### src/core/lts_defines.svh
// constants for the discovery advertisement scheduler
`ifndef LTS_DEFINES_SVH
`define LTS_DEFINES_SVH

// clock and second tick timing
`define LTS_CLK_PERIOD_NS 4
`define LTS_SEC_PERIOD_NS 1000000000
`define LTS_SEC_CYCLES (`LTS_SEC_PERIOD_NS / `LTS_CLK_PERIOD_NS)

// register byte offsets
`define LTS_REG_GLOBAL 8'h00
`define LTS_REG_PERIOD 8'h04
`define LTS_REG_HOLD 8'h08
`define LTS_REG_GAP 8'h0C
`define LTS_REG_REINIT 8'h10
`define LTS_REG_MODES 8'h14
`define LTS_REG_CMD 8'h18
`define LTS_REG_STATUS 8'h1C

// field positions
`define LTS_GLB_ON_BIT 0
`define LTS_GLB_TLV_LSB 8
`define LTS_CMD_CHANGE_BIT 0
`define LTS_CMD_RESTART_BIT 1
`define LTS_STS_SHUT_LSB 16

// accepted ranges, in seconds or times
`define LTS_PERIOD_MIN 16'h0005
`define LTS_PERIOD_MAX 16'h8000
`define LTS_HOLD_MIN 16'h0002
`define LTS_HOLD_MAX 16'h000A
`define LTS_GAP_MIN 16'h0001
`define LTS_GAP_MAX 16'h2000
`define LTS_REINIT_MIN 16'h0001
`define LTS_REINIT_MAX 16'h000A

// reset values
`define LTS_RST_PERIOD 16'h000A
`define LTS_RST_HOLD 4'h4
`define LTS_RST_GAP 14'h0002
`define LTS_RST_REINIT 4'h2
`define LTS_RST_TLV 5'h1F
`define LTS_RST_MODES 16'h0000

// axi responses
`define LTS_RESP_OKAY 2'h0
`define LTS_RESP_SLVERR 2'h2

`endif

### src/core/lts_pkg.sv
// types shared by the discovery advertisement scheduler
package lts_pkg;

	// per-port discovery mode
	typedef enum logic [1:0] {
		LTS_MODE_DISABLED = 2'b00,
		LTS_MODE_TXRX = 2'b01,
		LTS_MODE_TXONLY = 2'b10,
		LTS_MODE_RXONLY = 2'b11
	} lts_mode_type;

	// per-port scheduler state
	typedef enum logic [1:0] {
		LTS_PS_OFF = 2'b00,
		LTS_PS_RUN = 2'b01,
		LTS_PS_WAIT = 2'b10
	} lts_port_state_type;

endpackage

### src/core/lts_sec_tick.sv
// one-cycle pulse once per second of clock
`timescale 1ns/1ps
module lts_sec_tick #(
	parameter int unsigned CYCLES = 250000000
) (
	input wire logic aclk,
	input wire logic aresetn,
	output logic tick
);

	// cycle counter, wide enough for one second at full rate
	logic [27:0] cnt;

	// count up and pulse on wrap
	always_ff @(posedge aclk) begin
		if (!aresetn) begin
			cnt <= 28'h0000000;
			tick <= 1'b0;
		end else if (cnt == 28'(CYCLES - 1)) begin
			cnt <= 28'h0000000;
			tick <= 1'b1;
		end else begin
			cnt <= cnt + 28'h0000001;
			tick <= 1'b0;
		end
	end

endmodule

### src/core/lts_pair_fifo.sv
// two-entry skid buffer with valid and ready on both sides
`timescale 1ns/1ps
module lts_pair_fifo #(
	parameter int W = 28
) (
	input wire logic aclk,
	input wire logic aresetn,
	input wire logic s_valid,
	output logic s_ready,
	input wire logic [W-1:0] s_data,
	output logic m_valid,
	input wire logic m_ready,
	output logic [W-1:0] m_data
);

	logic [W-1:0] skid_data; // second entry
	logic skid_valid; // second entry holds a word

	// full only when both entries hold words
	assign s_ready = !skid_valid;

	// head entry drives the output directly, skid catches a stalled push
	always_ff @(posedge aclk) begin
		if (!aresetn) begin
			m_valid <= 1'b0;
			m_data <= '0;
			skid_valid <= 1'b0;
			skid_data <= '0;
		end else if (s_valid && s_ready) begin
			if (!m_valid || m_ready) begin
				m_data <= s_data;
				m_valid <= 1'b1;
			end else begin
				skid_data <= s_data;
				skid_valid <= 1'b1;
			end
		end else if (m_valid && m_ready) begin
			if (skid_valid) begin
				m_data <= skid_data;
				skid_valid <= 1'b0;
			end else begin
				m_valid <= 1'b0;
			end
		end
	end

endmodule

### src/core/lts_scheduler.sv
// eight-port discovery frame scheduler with axi4-lite registers
//
// Added by the designer: the AXI4-Lite register port and the register addresses.
`timescale 1ns/1ps
`include "lts_defines.svh"

module lts_scheduler
	import lts_pkg::*;
#(
	parameter int unsigned SEC_CYCLES = `LTS_SEC_CYCLES
) (
	input wire logic aclk,
	input wire logic aresetn,
	input wire logic [7:0] s_axi_awaddr,
	input wire logic s_axi_awvalid,
	output logic s_axi_awready,
	input wire logic [31:0] s_axi_wdata,
	input wire logic [3:0] s_axi_wstrb,
	input wire logic s_axi_wvalid,
	output logic s_axi_wready,
	output logic [1:0] s_axi_bresp,
	output logic s_axi_bvalid,
	input wire logic s_axi_bready,
	input wire logic [7:0] s_axi_araddr,
	input wire logic s_axi_arvalid,
	output logic s_axi_arready,
	output logic [31:0] s_axi_rdata,
	output logic [1:0] s_axi_rresp,
	output logic s_axi_rvalid,
	input wire logic s_axi_rready,
	output logic frame_valid,
	input wire logic frame_ready,
	output logic frame_shutdown,
	output logic [2:0] frame_port,
	output logic [4:0] frame_tlv,
	output logic [18:0] frame_ttl,
	input wire logic rx_valid,
	input wire logic [2:0] rx_port,
	output logic rx_pass,
	output logic rx_drop
);

	////////////////////////////////////////////////////////////////////////////
	// helpers

	// limit a value into a range
	function automatic logic [15:0] clamp(input logic [15:0] v, input logic [15:0] lo,
			input logic [15:0] hi);
		clamp = (v < lo) ? lo : ((v > hi) ? hi : v);
	endfunction

	// merge written bytes into an old word
	function automatic logic [31:0] merge(input logic [31:0] old, input logic [31:0] nw,
			input logic [3:0] strb);
		merge = old;
		for (int b = 0; b < 4; b++) begin
			if (strb[b]) begin
				merge[b*8 +: 8] = nw[b*8 +: 8];
			end
		end
	endfunction

	// mode of one port out of the packed mode word
	function automatic lts_mode_type mode_of(input logic [15:0] modes, input logic [2:0] p);
		mode_of = lts_mode_type'(modes[p*2 +: 2]);
	endfunction

	////////////////////////////////////////////////////////////////////////////
	// registers and internal state

	logic glb_on; // discovery switched on
	logic [4:0] tlv_en; // optional element enables
	logic [15:0] period; // transmit period, seconds
	logic [3:0] hold; // hold multiplier
	logic [13:0] gap; // minimum spacing, seconds
	logic [3:0] reinit; // restart wait, seconds
	logic [15:0] modes; // two bits per port
	logic [7:0] aw_addr; // held write address
	logic [31:0] w_data; // held write data
	logic [3:0] w_strb; // held write strobes
	logic cmd_change; // one-cycle change pulse
	logic cmd_restart; // one-cycle restart pulse
	logic tick; // one pulse per second
	lts_port_state_type pstate [8]; // per-port state
	logic [15:0] since [8]; // seconds since last frame
	logic [3:0] wait_cnt [8]; // seconds waited after shutdown
	logic [7:0] change_pend; // extra frame owed
	logic [7:0] shut_pend; // shutdown frame owed
	logic [7:0] tx_en; // port may transmit
	logic [7:0] want; // port asks for a slot
	logic [15:0] gap_eff; // spacing after quarter-period limit
	logic [2:0] gnt_idx; // granted port
	logic gnt; // a frame is pushed this cycle
	logic fifo_ready; // buffer has room
	logic [27:0] push_data; // frame descriptor pushed
	logic [27:0] out_data; // frame descriptor at head
	logic do_write; // both write halves held
	logic [19:0] ttl_full; // full product before trim
	logic [31:0] w_word; // strobed write data over a zero word

	////////////////////////////////////////////////////////////////////////////
	// axi4-lite write path

	// address and data taken in either order, answer after both
	always_ff @(posedge aclk) begin
		if (!aresetn) begin
			s_axi_awready <= 1'b1;
			s_axi_wready <= 1'b1;
			s_axi_bvalid <= 1'b0;
			s_axi_bresp <= `LTS_RESP_OKAY;
			aw_addr <= 8'h00;
			w_data <= 32'h00000000;
			w_strb <= 4'h0;
		end else begin
			if (s_axi_awvalid && s_axi_awready) begin
				aw_addr <= s_axi_awaddr;
				s_axi_awready <= 1'b0;
			end
			if (s_axi_wvalid && s_axi_wready) begin
				w_data <= s_axi_wdata;
				w_strb <= s_axi_wstrb;
				s_axi_wready <= 1'b0;
			end
			if (do_write) begin
				s_axi_bvalid <= 1'b1;
				// status is read-only, unmapped offsets are refused
				s_axi_bresp <= (aw_addr > `LTS_REG_CMD || aw_addr[1:0] != 2'h0) ?
					`LTS_RESP_SLVERR : `LTS_RESP_OKAY;
			end
			if (s_axi_bvalid && s_axi_bready) begin
				s_axi_bvalid <= 1'b0;
				s_axi_awready <= 1'b1;
				s_axi_wready <= 1'b1;
			end
		end
	end

	assign do_write = !s_axi_awready && !s_axi_wready && !s_axi_bvalid;

	// unstrobed bytes of the clamped and global registers write as zero
	assign w_word = merge(32'h00000000, w_data, w_strb);

	// register file update, values constrained as written
	always_ff @(posedge aclk) begin
		if (!aresetn) begin
			glb_on <= 1'b0;
			tlv_en <= `LTS_RST_TLV;
			period <= `LTS_RST_PERIOD;
			hold <= `LTS_RST_HOLD;
			gap <= `LTS_RST_GAP;
			reinit <= `LTS_RST_REINIT;
			modes <= `LTS_RST_MODES;
			cmd_change <= 1'b0;
			cmd_restart <= 1'b0;
		end else begin
			cmd_change <= 1'b0;
			cmd_restart <= 1'b0;
			if (do_write) begin
				case (aw_addr)
					`LTS_REG_GLOBAL: begin
						glb_on <= w_word[`LTS_GLB_ON_BIT];
						tlv_en <= w_word[`LTS_GLB_TLV_LSB +: 5];
					end
					`LTS_REG_PERIOD: period <= clamp(w_word[15:0],
						`LTS_PERIOD_MIN, `LTS_PERIOD_MAX);
					`LTS_REG_HOLD: hold <= 4'(clamp(w_word[15:0],
						`LTS_HOLD_MIN, `LTS_HOLD_MAX));
					`LTS_REG_GAP: gap <= 14'(clamp(w_word[15:0],
						`LTS_GAP_MIN, `LTS_GAP_MAX));
					`LTS_REG_REINIT: reinit <= 4'(clamp(w_word[15:0],
						`LTS_REINIT_MIN, `LTS_REINIT_MAX));
					`LTS_REG_MODES: modes <= 16'(merge({16'h0000, modes}, w_data, w_strb));
					`LTS_REG_CMD: begin
						// change command requests an extra frame
						cmd_change <= w_strb[0] && w_data[`LTS_CMD_CHANGE_BIT];
						cmd_restart <= w_strb[0] && w_data[`LTS_CMD_RESTART_BIT];
					end
					default: begin
						// unmapped or read-only, nothing stored
					end
				endcase
			end
		end
	end

	////////////////////////////////////////////////////////////////////////////
	// axi4-lite read path

	// one read at a time, data registered, answer one cycle after address
	always_ff @(posedge aclk) begin
		if (!aresetn) begin
			s_axi_arready <= 1'b1;
			s_axi_rvalid <= 1'b0;
			s_axi_rdata <= 32'h00000000;
			s_axi_rresp <= `LTS_RESP_OKAY;
		end else if (s_axi_arvalid && s_axi_arready) begin
			s_axi_arready <= 1'b0;
			s_axi_rvalid <= 1'b1;
			s_axi_rresp <= `LTS_RESP_OKAY;
			case (s_axi_araddr)
				`LTS_REG_GLOBAL: s_axi_rdata <= {19'h00000, tlv_en, 7'h00, glb_on};
				`LTS_REG_PERIOD: s_axi_rdata <= {16'h0000, period};
				`LTS_REG_HOLD: s_axi_rdata <= {28'h0000000, hold};
				`LTS_REG_GAP: s_axi_rdata <= {18'h00000, gap};
				`LTS_REG_REINIT: s_axi_rdata <= {28'h0000000, reinit};
				`LTS_REG_MODES: s_axi_rdata <= {16'h0000, modes};
				`LTS_REG_CMD: s_axi_rdata <= 32'h00000000;
				`LTS_REG_STATUS: begin
					for (int i = 0; i < 8; i++) begin
						s_axi_rdata[i*2 +: 2] <= pstate[i];
					end
					s_axi_rdata[`LTS_STS_SHUT_LSB +: 8] <= shut_pend;
					s_axi_rdata[31:24] <= 8'h00;
				end
				default: begin
					s_axi_rdata <= 32'h00000000;
					s_axi_rresp <= `LTS_RESP_SLVERR;
				end
			endcase
		end else if (s_axi_rvalid && s_axi_rready) begin
			s_axi_rvalid <= 1'b0;
			s_axi_arready <= 1'b1;
		end
	end

	////////////////////////////////////////////////////////////////////////////
	// scheduling decisions

	// seconds come from the clock, not from software
	lts_sec_tick #(
		.CYCLES(SEC_CYCLES)
	) u_tick (
		.aclk(aclk),
		.aresetn(aresetn),
		.tick(tick)
	);

	// per-port requests and lowest-index grant; fairness is not needed
	// since one slot per cycle is far faster than any second timer
	always_comb begin
		// spacing never above a quarter of the period
		gap_eff = ({2'h0, gap} > (period >> 2)) ? (period >> 2) : {2'h0, gap};
		gnt_idx = 3'h0;
		gnt = 1'b0;
		for (int i = 0; i < 8; i++) begin
			// disabled and receive-only ports send no normal frames, only an owed shutdown frame
			tx_en[i] = glb_on && (mode_of(modes, 3'(i)) == LTS_MODE_TXRX ||
				mode_of(modes, 3'(i)) == LTS_MODE_TXONLY);
			// every normal frame waits out the spacing
			want[i] = shut_pend[i] || (pstate[i] == LTS_PS_RUN && tx_en[i] &&
				(since[i] >= period || change_pend[i]) && since[i] >= gap_eff);
		end
		for (int i = 7; i >= 0; i--) begin
			if (want[i]) begin
				gnt_idx = 3'(i);
			end
		end
		gnt = (want != 8'h00) && fifo_ready;
	end

	// validity carried in the frame is period times hold
	assign ttl_full = period * {12'h000, hold};

	// element mask cleared for shutdown frames, else from enables
	assign push_data = shut_pend[gnt_idx] ? {1'b1, gnt_idx, 5'h00, 19'h00000} :
		{1'b0, gnt_idx, tlv_en, ttl_full[18:0]};

	////////////////////////////////////////////////////////////////////////////
	// per-port state machines

	// off, running, or waiting after a shutdown frame
	always_ff @(posedge aclk) begin
		if (!aresetn) begin
			change_pend <= 8'h00;
			shut_pend <= 8'h00;
			for (int i = 0; i < 8; i++) begin
				pstate[i] <= LTS_PS_OFF;
				since[i] <= 16'h0000;
				wait_cnt[i] <= 4'h0;
			end
		end else begin
			for (int i = 0; i < 8; i++) begin
				case (pstate[i])
					LTS_PS_OFF: begin
						if (tx_en[i]) begin
							// first frame goes out at once
							pstate[i] <= LTS_PS_RUN;
							since[i] <= 16'hFFFF;
							change_pend[i] <= 1'b1;
						end
					end
					LTS_PS_RUN: begin
						if (!tx_en[i] || cmd_restart) begin
							// shutdown owed on disable, off or restart
							pstate[i] <= LTS_PS_WAIT;
							shut_pend[i] <= 1'b1;
							change_pend[i] <= 1'b0;
							wait_cnt[i] <= 4'h0;
						end else if (gnt && gnt_idx == 3'(i)) begin
							since[i] <= 16'h0000;
							// a change in the send cycle still wins
							change_pend[i] <= cmd_change;
						end else begin
							change_pend[i] <= change_pend[i] || cmd_change;
							if (tick && since[i] != 16'hFFFF) begin
								since[i] <= since[i] + 16'h0001;
							end
						end
					end
					LTS_PS_WAIT: begin
						if (shut_pend[i]) begin
							if (gnt && gnt_idx == 3'(i)) begin
								shut_pend[i] <= 1'b0;
							end
						end else if (wait_cnt[i] >= reinit) begin
							// new initialisation only after the wait
							pstate[i] <= tx_en[i] ? LTS_PS_RUN : LTS_PS_OFF;
							since[i] <= 16'hFFFF;
							change_pend[i] <= tx_en[i];
						end else if (tick) begin
							wait_cnt[i] <= wait_cnt[i] + 4'h1;
						end
					end
					default: begin
						pstate[i] <= LTS_PS_OFF;
					end
				endcase
			end
		end
	end

	////////////////////////////////////////////////////////////////////////////
	// frame descriptor buffer

	// a stalled receiver fills the buffer, then grants stop
	lts_pair_fifo #(
		.W(28)
	) u_fifo (
		.aclk(aclk),
		.aresetn(aresetn),
		.s_valid(gnt),
		.s_ready(fifo_ready),
		.s_data(push_data),
		.m_valid(frame_valid),
		.m_ready(frame_ready),
		.m_data(out_data)
	);

	assign frame_shutdown = out_data[27];
	assign frame_port = out_data[26:24];
	assign frame_tlv = out_data[23:19];
	assign frame_ttl = out_data[18:0];

	////////////////////////////////////////////////////////////////////////////
	// received frame filter

	// one verdict per received frame, one cycle later
	always_ff @(posedge aclk) begin
		if (!aresetn) begin
			rx_pass <= 1'b0;
			rx_drop <= 1'b0;
		end else begin
			// both and receive-only modes pass received frames on
			rx_pass <= rx_valid && glb_on && (mode_of(modes, rx_port) == LTS_MODE_TXRX ||
				mode_of(modes, rx_port) == LTS_MODE_RXONLY);
			rx_drop <= rx_valid && !(glb_on && (mode_of(modes, rx_port) == LTS_MODE_TXRX ||
				mode_of(modes, rx_port) == LTS_MODE_RXONLY));
		end
	end

endmodule

### config.mk
export PLATFORM = sky130hd
export DESIGN_NAME = lts_scheduler
export DESIGN_NICKNAME = d
export VERILOG_FILES = /design/src/core/lts_pkg.sv /design/src/core/lts_sec_tick.sv /design/src/core/lts_pair_fifo.sv /design/src/core/lts_scheduler.sv
export VERILOG_INCLUDE_DIRS = /design/src /design/src/core
export SDC_FILE = /design/constraint.sdc
export NUM_CORES = 1
export LEC_CHECK = 0
export ABC_AREA = 1
export BUFFER_PORTS_ARGS = -buffer_cell sky130_fd_sc_hd__buf_2
export CORE_MARGIN = 2
export CORE_UTILIZATION = 60
export CTS_CLUSTER_SIZE = 40
export DETAILED_ROUTE_END_ITERATION = 8
export PLACE_DENSITY = 0.78
export SETUP_SLACK_MARGIN = 0.4
export SLEW_MARGIN = 5
export SYNTH_ARGS = -nofsm -noshare
export SYNTH_HDL_FRONTEND = slang
export SYNTH_SLANG_ARGS = --single-unit
export TNS_END_PERCENT = 100
### constraint.sdc
create_clock -name aclk -period 6.8 [get_ports aclk]
set_input_delay 1.7 -clock aclk [delete_from_list [all_inputs] [get_ports aclk]]
set_output_delay 1.7 -clock aclk [all_outputs]
set_load 0.02 [all_outputs]
==> impl_metrics.py, run 1 <==
metrics = {
    "floorplan": {
        "design.die.area_sq_um": 51700,
        "rows": 81,
        "ios": 136,
        "initial_core_util": 0.610,
        "die-height_um": 227,
        "die_w_um": 227,
        "floorplan.core_area_sq_um": 49100,
    },
    "critical_path": {
        "cp-endpoint": "since[0][42]",
        "crit_top_cell": "sky130_fd_sc_hd__nand2_1",
        "worst_flop_to_flop_path_endpoint": "since[0][42]",
        "critPathSlowestCell": "sky130_fd_sc_hd__o21ai_1",
        "worst-endpoint-arrival_ps": 6220,
        "rrSetupSlack_ps": 870,
        "critPathLaunchType": "flip-flop",
        "critPathLaunch": "period[11]",
        "r2r_cells": 33,
        "crit_path_max_incr_delay_ps": 860,
        "critical_path.endpoint_type": "flip-flop",
        "reg2reg_from": "period[11]",
        "path_max_fanout": 28,
        "critPathKind": "flip-flop to flip-flop",
        "cp.required_ps": 7090,
    },
    "cts": {
        "cts_tree": "yes",
        "numCtsBuffers": 45,
        "cts_hold_buffers": 0,
        "path_clk_slew_ps": 70,
        "clock_latency_reported_for_the_late_side_of_the_worst_skew_pair_ps": 600,
        "cts_root_buf": "sky130_fd_sc_hd__clkbuf_16",
        "cts_post_setup_buffers_inserted": 0,
        "clock_tree.buffer_depth": 3,
        "cts.sink_count": 400,
        "cts_resized": 0,
        "cts_htree_levels": 2,
    },
    "cells_and_area": {
        "drive_gt1_frac": 0.0752,
        "fin_nets": 4580,
        "final_cell_area_sq_um": 32700,
        "layout_commonest_cell": "sky130_fd_sc_hd__nand2_1",
        "final-instance-count-excl-fill": 4839,
        "area_growth_syn_to_layout_pct": 9.17,
        "layout_common_cells": "sky130_fd_sc_hd__nand2_1 (722), sky130_fd_sc_hd__inv_1 (647), sky130_fd_sc_hd__ha_1 (349)",
    },
    "logic_synthesis": {
        "synthDominantAreaCellType": "sky130_fd_sc_hd__edfxtp_1",
        "count_of_cell_types_in_the_netlist": 67,
        "syn-mean-instance-area_sq_um": 7.41,
        "yosysTopAreaCellShare": 0.177,
        "yosys_register_bits": 400,
        "synth_seq_area_share": 0.326,
        "synth_edf_count": 176,
        "post_synth_inst_count": 4042,
        "post_synth_instance_area_sq_um": 29900,
        "synth_flop_cell": "sky130_fd_sc_hd__dfxtp_1",
        "synth_area_leaders": "sky130_fd_sc_hd__edfxtp_1 (18%), sky130_fd_sc_hd__dfxtp_1 (15%), sky130_fd_sc_hd__ha_1 (15%)",
        "ys_warn_count": 0,
        "postSynth.asyncResetShare": 0,
    },
    "worst_hold_path": {
        "hold_path_class": "flip-flop to flip-flop",
    },
    "global_route": {
        "first_pass_grt_wire_length_um": 139000,
        "grt_overflow": 0,
        "grt_max_degree": 84,
        "first_global_vias": 25650,
        "grt_usage": 0.348,
        "grt_antenna_before_repair": 1,
    },
    "flow_run": {
        "number_of_max_cap_violations": 0,
    },
    "timing": {
        "grt_setup_unrepaired": "no",
        "timing.final.crit_share": 0.872,
        "slew_violations": 0,
        "final_period_minus_worst_setup_slack_ps": 5930,
        "final.setup_skew_ps": 23.5,
        "final_critical_path_setup_slack_ps": 870,
        "finalSetupTns_ps": 0,
        "clock.fmax_mhz": 169,
        "timing.slew.headroom": 0.282,
        "finalHoldViolations": 0,
        "timing_worst_slew_pin_value_ps": 1050,
        "report.final.setup_viol": 0,
    },
    "drt": {
        "post-route-drc-count": 0,
        "iter_0_drt_violations": 2711,
        "antenna_left": 0,
        "post_drt_via_cell_ratio": 5.85,
        "wl_per_cell_um": 18.7,
        "drt_wl_total_um": 90400,
        "dr.pass1.iters": 7,
        "num_vias": 28305,
    },
    "pwr": {
        "total_power_w": 0.00802,
        "power_per_cell_area_nw_per_um2": 245,
        "peakVddDrop_mv": 0.266,
        "p_leak_nw": 15.5,
    },
    "placement": {
        "place_area_sq_um": 31200,
        "gp_congestion": 1.04,
        "port_buffers": 107,
        "place.detailed.instances": 4756,
        "place_hpwl_um": 63700,
        "dp_worst_setup_slack_ps": 1010,
    },
    "status": {
        "result_of_the_run": "complete, no violations",
    },
}
==> worst max-delay path: cells and delay by family, from the launching register on <==
kind                       cells  cell delay (ps)
AOI/OAI and AO/OA              4             1220
adders and majority gates      2              720
buffers and inverters          6              730
DFF                            1              320
and+or+nand+nor               21             2630
==> metrics by stage <==
step                hold WS, ps  utilization
floorplan                   418            -
CTS                         459        0.666
detailed placement          447        0.637
finish                      458        0.666
global placement            431        0.637
global route                480        0.666
==> power by group <==
group	leakage, nW	total (W)	switching, W	internal, W
clock network	0.717	0.00243	0.00105	0.00138
registers	3.65	0.00317	0.000301	0.00287
logic	11.2	0.00242	0.00166	0.000765
==> flip-flops by register name (all words and copies together) (netlist names), 14 cells and up <==
name and count:
u_fifo.m_data 28, w_data 16, s_axi_rdata 24, gap 14, u_fifo.skid_data 28, period 16
since 128, u_tick.cnt 28, modes 16, pstate 16, wait_cnt 32
==> metal layers <==
metal,vias up,global-route usage,wire [um]
li1,13744,-,-
met1,12917,0.447,36300
met2,1323,0.541,38500
met3,319,0.0719,9320
met4,2,0.212,6250
met5,-,0,10
==> worst min-delay path by stage <==
stage	end	start	slack [ps]	depth (start not counted)
finish	u_tick.cnt[0]	u_tick.cnt[0]	460	1
global route	reinit[3]	reinit[3]	480	2
global placement	u_tick.cnt[0]	u_tick.cnt[0]	430	1
detailed placement	u_tick.cnt[0]	u_tick.cnt[0]	450	1
CTS	u_tick.cnt[0]	u_tick.cnt[0]	460	1
floorplan	u_tick.cnt[0]	u_tick.cnt[0]	420	1
==> final cells by class <==
| class | instances | area [sq um] |
|---|---|---|
| multi-input cells | 2863 | 17100 |
| fillers | 4306 | 16400 |
| flip-flops and latches | 400 | 9770 |
| inverters | 659 | 2470 |
| clock buffers | 60 | 1260 |
| repair buffers | 170 | 1030 |
| well taps | 664 | 831 |
| clock inverters | 22 | 190 |
| diodes | 1 | 2.50 |
==> cells in the mapped netlist, drive strengths merged, types with 6 or more instances <==
master  count
nor4       19
a21oi     346
edfxtp    176
a211oi     22
o21bai      9
xnor2      23
buf        49
inv       658
or2        11
xor2       59
o31ai       6
o211a       9
o22ai      11
nand3     236
fa         28
nor3b      12
nor3      126
o221ai     11
clkbuf     80
nand4      99
nor2      352
ha        349
o21ai     285
and3        7
o211ai     33
nand2     754
dfxtp     224
==> logic make-up (layout without fill, tap and decap cells) <==
kind of cell / count (synthesis) / count (layout) / share of synthesized area
compound gates: 768 / 768 / 0.142
buf+inv: 788 / 911 / 0.103
flops: 400 / 400 / 0.326
other cells: 1 / 11 / 0.000125
xor+xnor: 82 / 82 / 0.0240
simple gates: 1626 / 1626 / 0.240
fa+ha+maj: 377 / 377 / 0.165
Power figures use the tool's default switching activity.
==> run 2, diff against run 1 <==
--- a/config.mk
+++ b/config.mk
@@ -7,7 +7,8 @@
 export NUM_CORES = 1
 export LEC_CHECK = 0
 export ABC_AREA = 1
-export BUFFER_PORTS_ARGS = -buffer_cell sky130_fd_sc_hd__buf_2
+export BUFFER_PORTS_ARGS = -buffer_cell sky130_fd_sc_hd__buf_4
+export CAP_MARGIN = 20
 export CORE_MARGIN = 2
 export CORE_UTILIZATION = 60
 export CTS_CLUSTER_SIZE = 40
==> run 2 against run 1 <==
Via count shrank 0.54%. Critical endpoint is now since[0][22]. Sequential share of layout area is 0.47 points lower. Wire length down 0.58%. Worst hold slack got worse by 5.3 ps. Die area did not move. Total power rose by 2.1%. Maximum frequency up 3.8%. Combinational power is 4% higher.
==> impl_metrics.py, run 2 (synthesis gave the netlist of run 1 again) <==
metrics = {
    "status": {
        "result_of_the_run": "complete, no violations",
    },
    "cells_and_area": {
        "fin_nets": 4596,
        "layout_common_cells": "sky130_fd_sc_hd__nand2_1 (722), sky130_fd_sc_hd__inv_1 (647), sky130_fd_sc_hd__ha_1 (349)",
        "top_register": "since",
        "drive_gt1_frac": 0.0799,
        "area_growth_syn_to_layout_pct": 10.9,
        "largest_register_ff_count": 128,
        "fin_util": 0.677,
        "layout_commonest_cell": "sky130_fd_sc_hd__nand2_1",
        "top_regs": "since (128), wait_cnt (32)",
        "fillCellCount": 4217,
    },
    "timing": {
        "timing_worst_slew_pin_value_ps": 1120,
        "grt_setup_unrepaired": "no",
        "slew_violations": 0,
        "finalHoldViolations": 0,
        "timing.slew.headroom": 0.252,
        "final_period_minus_worst_setup_slack_ps": 5710,
        "clock.fmax_mhz": 175,
        "report.final.setup_viol": 0,
        "finalSetupTns_ps": 0,
        "timing.final.crit_share": 0.840,
        "final.setup_skew_ps": 9.77,
    },
    "cts": {
        "path_clk_slew_ps": 60,
        "cts_resized": 0,
        "numCtsBuffers": 45,
        "clock_tree.buffer_depth": 3,
        "cts_root_buf": "sky130_fd_sc_hd__clkbuf_16",
        "cts_hold_buffers": 0,
        "cts_tree": "yes",
        "cts.sink_count": 400,
        "cts_post_setup_buffers_inserted": 0,
        "cts_htree_levels": 2,
        "clock_latency_reported_for_the_late_side_of_the_worst_skew_pair_ps": 590,
    },
    "flow_run": {
        "number_of_max_cap_violations": 0,
    },
    "critical_path": {
        "cp-endpoint": "since[0][22]",
        "critPathLaunchType": "flip-flop",
        "worst-endpoint-arrival_ps": 6050,
        "crit_top_cell": "sky130_fd_sc_hd__nand2_1",
        "worstSetupPathDepth": 31,
        "rrSetupSlack_ps": 1090,
        "reg2reg_from": "period[15]",
        "critPathLaunch": "period[15]",
        "critPathSlowestCell": "sky130_fd_sc_hd__o21ai_1",
        "r2r_cells": 31,
        "cp.required_ps": 7130,
        "worstPathBufferInverterCount": 5,
        "path_max_fanout": 28,
        "worst_flop_to_flop_path_endpoint": "since[0][22]",
        "critical_path.endpoint_type": "flip-flop",
        "timing.critical_path.max_delay_family": "simple AND/OR/NAND/NOR gates",
        "critPathKind": "flip-flop to flip-flop",
        "crit_path_max_incr_delay_ps": 920,
    },
    "worst_hold_path": {
        "hold_depth": 1,
        "hold_path_class": "flip-flop to flip-flop",
        "hold_start": "u_tick.cnt[0]",
    },
    "pwr": {
        "power.switching_fraction": 0.368,
        "comb_power_share": 0.307,
        "p_leak_nw": 15.7,
        "power.share.sequential": 0.388,
        "switching_power_w": 0.00301,
        "peakVddDrop_mv": 0.163,
        "clock_power_share": 0.306,
        "power_per_cell_area_nw_per_um2": 247,
        "total_internal_power_w": 0.00518,
    },
    "global_route": {
        "grt_max_degree": 88,
        "grt_overflow": 0,
        "grt_usage": 0.350,
        "first_global_vias": 25717,
        "grt_antenna_before_repair": 0,
        "first_pass_grt_wire_length_um": 140000,
    },
    "drt": {
        "post-route-drc-count": 0,
        "drt_wl_total_um": 89800,
        "wl_met3_um": 9190,
        "wl_per_cell_um": 18.5,
        "topRoutingLayerUsed": "met4",
        "dr.pass1.iters": 6,
        "iter_0_drt_violations": 2880,
        "post_drt_via_cell_ratio": 5.80,
        "drt-met1-wl_um": 36500,
        "num_vias": 28153,
        "met2WireLength_um": 38000,
        "antenna_left": 0,
    },
    "floorplan": {
        "floorplan.core_area_sq_um": 49100,
        "die-height_um": 227,
        "rows": 81,
        "design.die.area_sq_um": 51700,
        "initial_core_util": 0.610,
        "ios": 136,
        "die_w_um": 227,
    },
    "placement": {
        "place_hpwl_um": 63900,
        "port_buffers": 107,
        "gp_congestion": 1.02,
    },
}
## run 2: cell count changes in the layout (fill, tap and decap cells not counted), sizes merged
cell	previous run	this run
buf	170	186
clkinv	17	11
clkbuf	60	64
clkinvlp	1	5
inv	661	660
## run 2: through the flow
step | worst slack, ps | std cells | area [sq um] | hold WS (ps) | power (W)
detailed placement | 1360 | 4772 | 31700 | 445 | 0.00566
floorplan | 1420 | 4051 | 30000 | 418 | 0.00491
CTS | 1330 | 4855 | 33200 | 456 | 0.00816
finish | 1090 | 4856 | 33200 | 453 | 0.00819
global placement | 1490 | 4772 | 31700 | 433 | 0.00560
global route | 765 | 4855 | 33200 | 472 | 0.00865
## run 2: layout make-up
type                       instances  area (sq um)  share of cell area
antenna                            1          2.50           0.0000753
clock buffer                      64          1340              0.0405
clock inverter                    19           160             0.00482
inverter                         659          2470              0.0745
multi-input combinational       2863         17100               0.516
sequential                       400          9770               0.294
tap                              664           831              0.0250
timing repair buffer             186          1500              0.0452
## run 2: how the worst min path moves through the flow
stage	endpoint	slack, ps
after floorplan	u_tick.cnt[0]	420
after global placement	u_tick.cnt[0]	430
after detailed placement	u_tick.cnt[0]	450
after CTS	u_tick.cnt[0]	460
after global routing	u_tick.cnt[0]	470
final	u_tick.cnt[0]	450
## run 2: worst reg2reg max path, delay by kind of cell (launching register included)
| family | cells | cell delay [ps] |
|---|---|---|
| AO/OA/AOI/OAI | 4 | 1470 |
| buffers and inverters | 5 | 380 |
| adder cells (fa/ha/maj) | 2 | 710 |
| AND/OR/NAND/NOR | 20 | 2340 |
| flip-flops | 1 | 570 |
## run 2: layer usage
layer / vias to the layer above / GRT usage
li1: 13774 / -
met1: 12792 / 0.454
met2: 1279 / 0.533
met3: 308 / 0.0729
met4: 0 / 0.222
met5: - / 0
## run 2: power groups by stage
stage	clock network (W)	registers, W	logic (W)
5_1_grt	0.00262	0.00321	0.00282
4_1_cts	0.00252	0.00316	0.00247
6_report	0.00250	0.00318	0.00251
3_5_place_dp	0	0.00321	0.00245
3_3_place_gp	0	0.00320	0.00240
2_1_floorplan	0	0.00322	0.00169
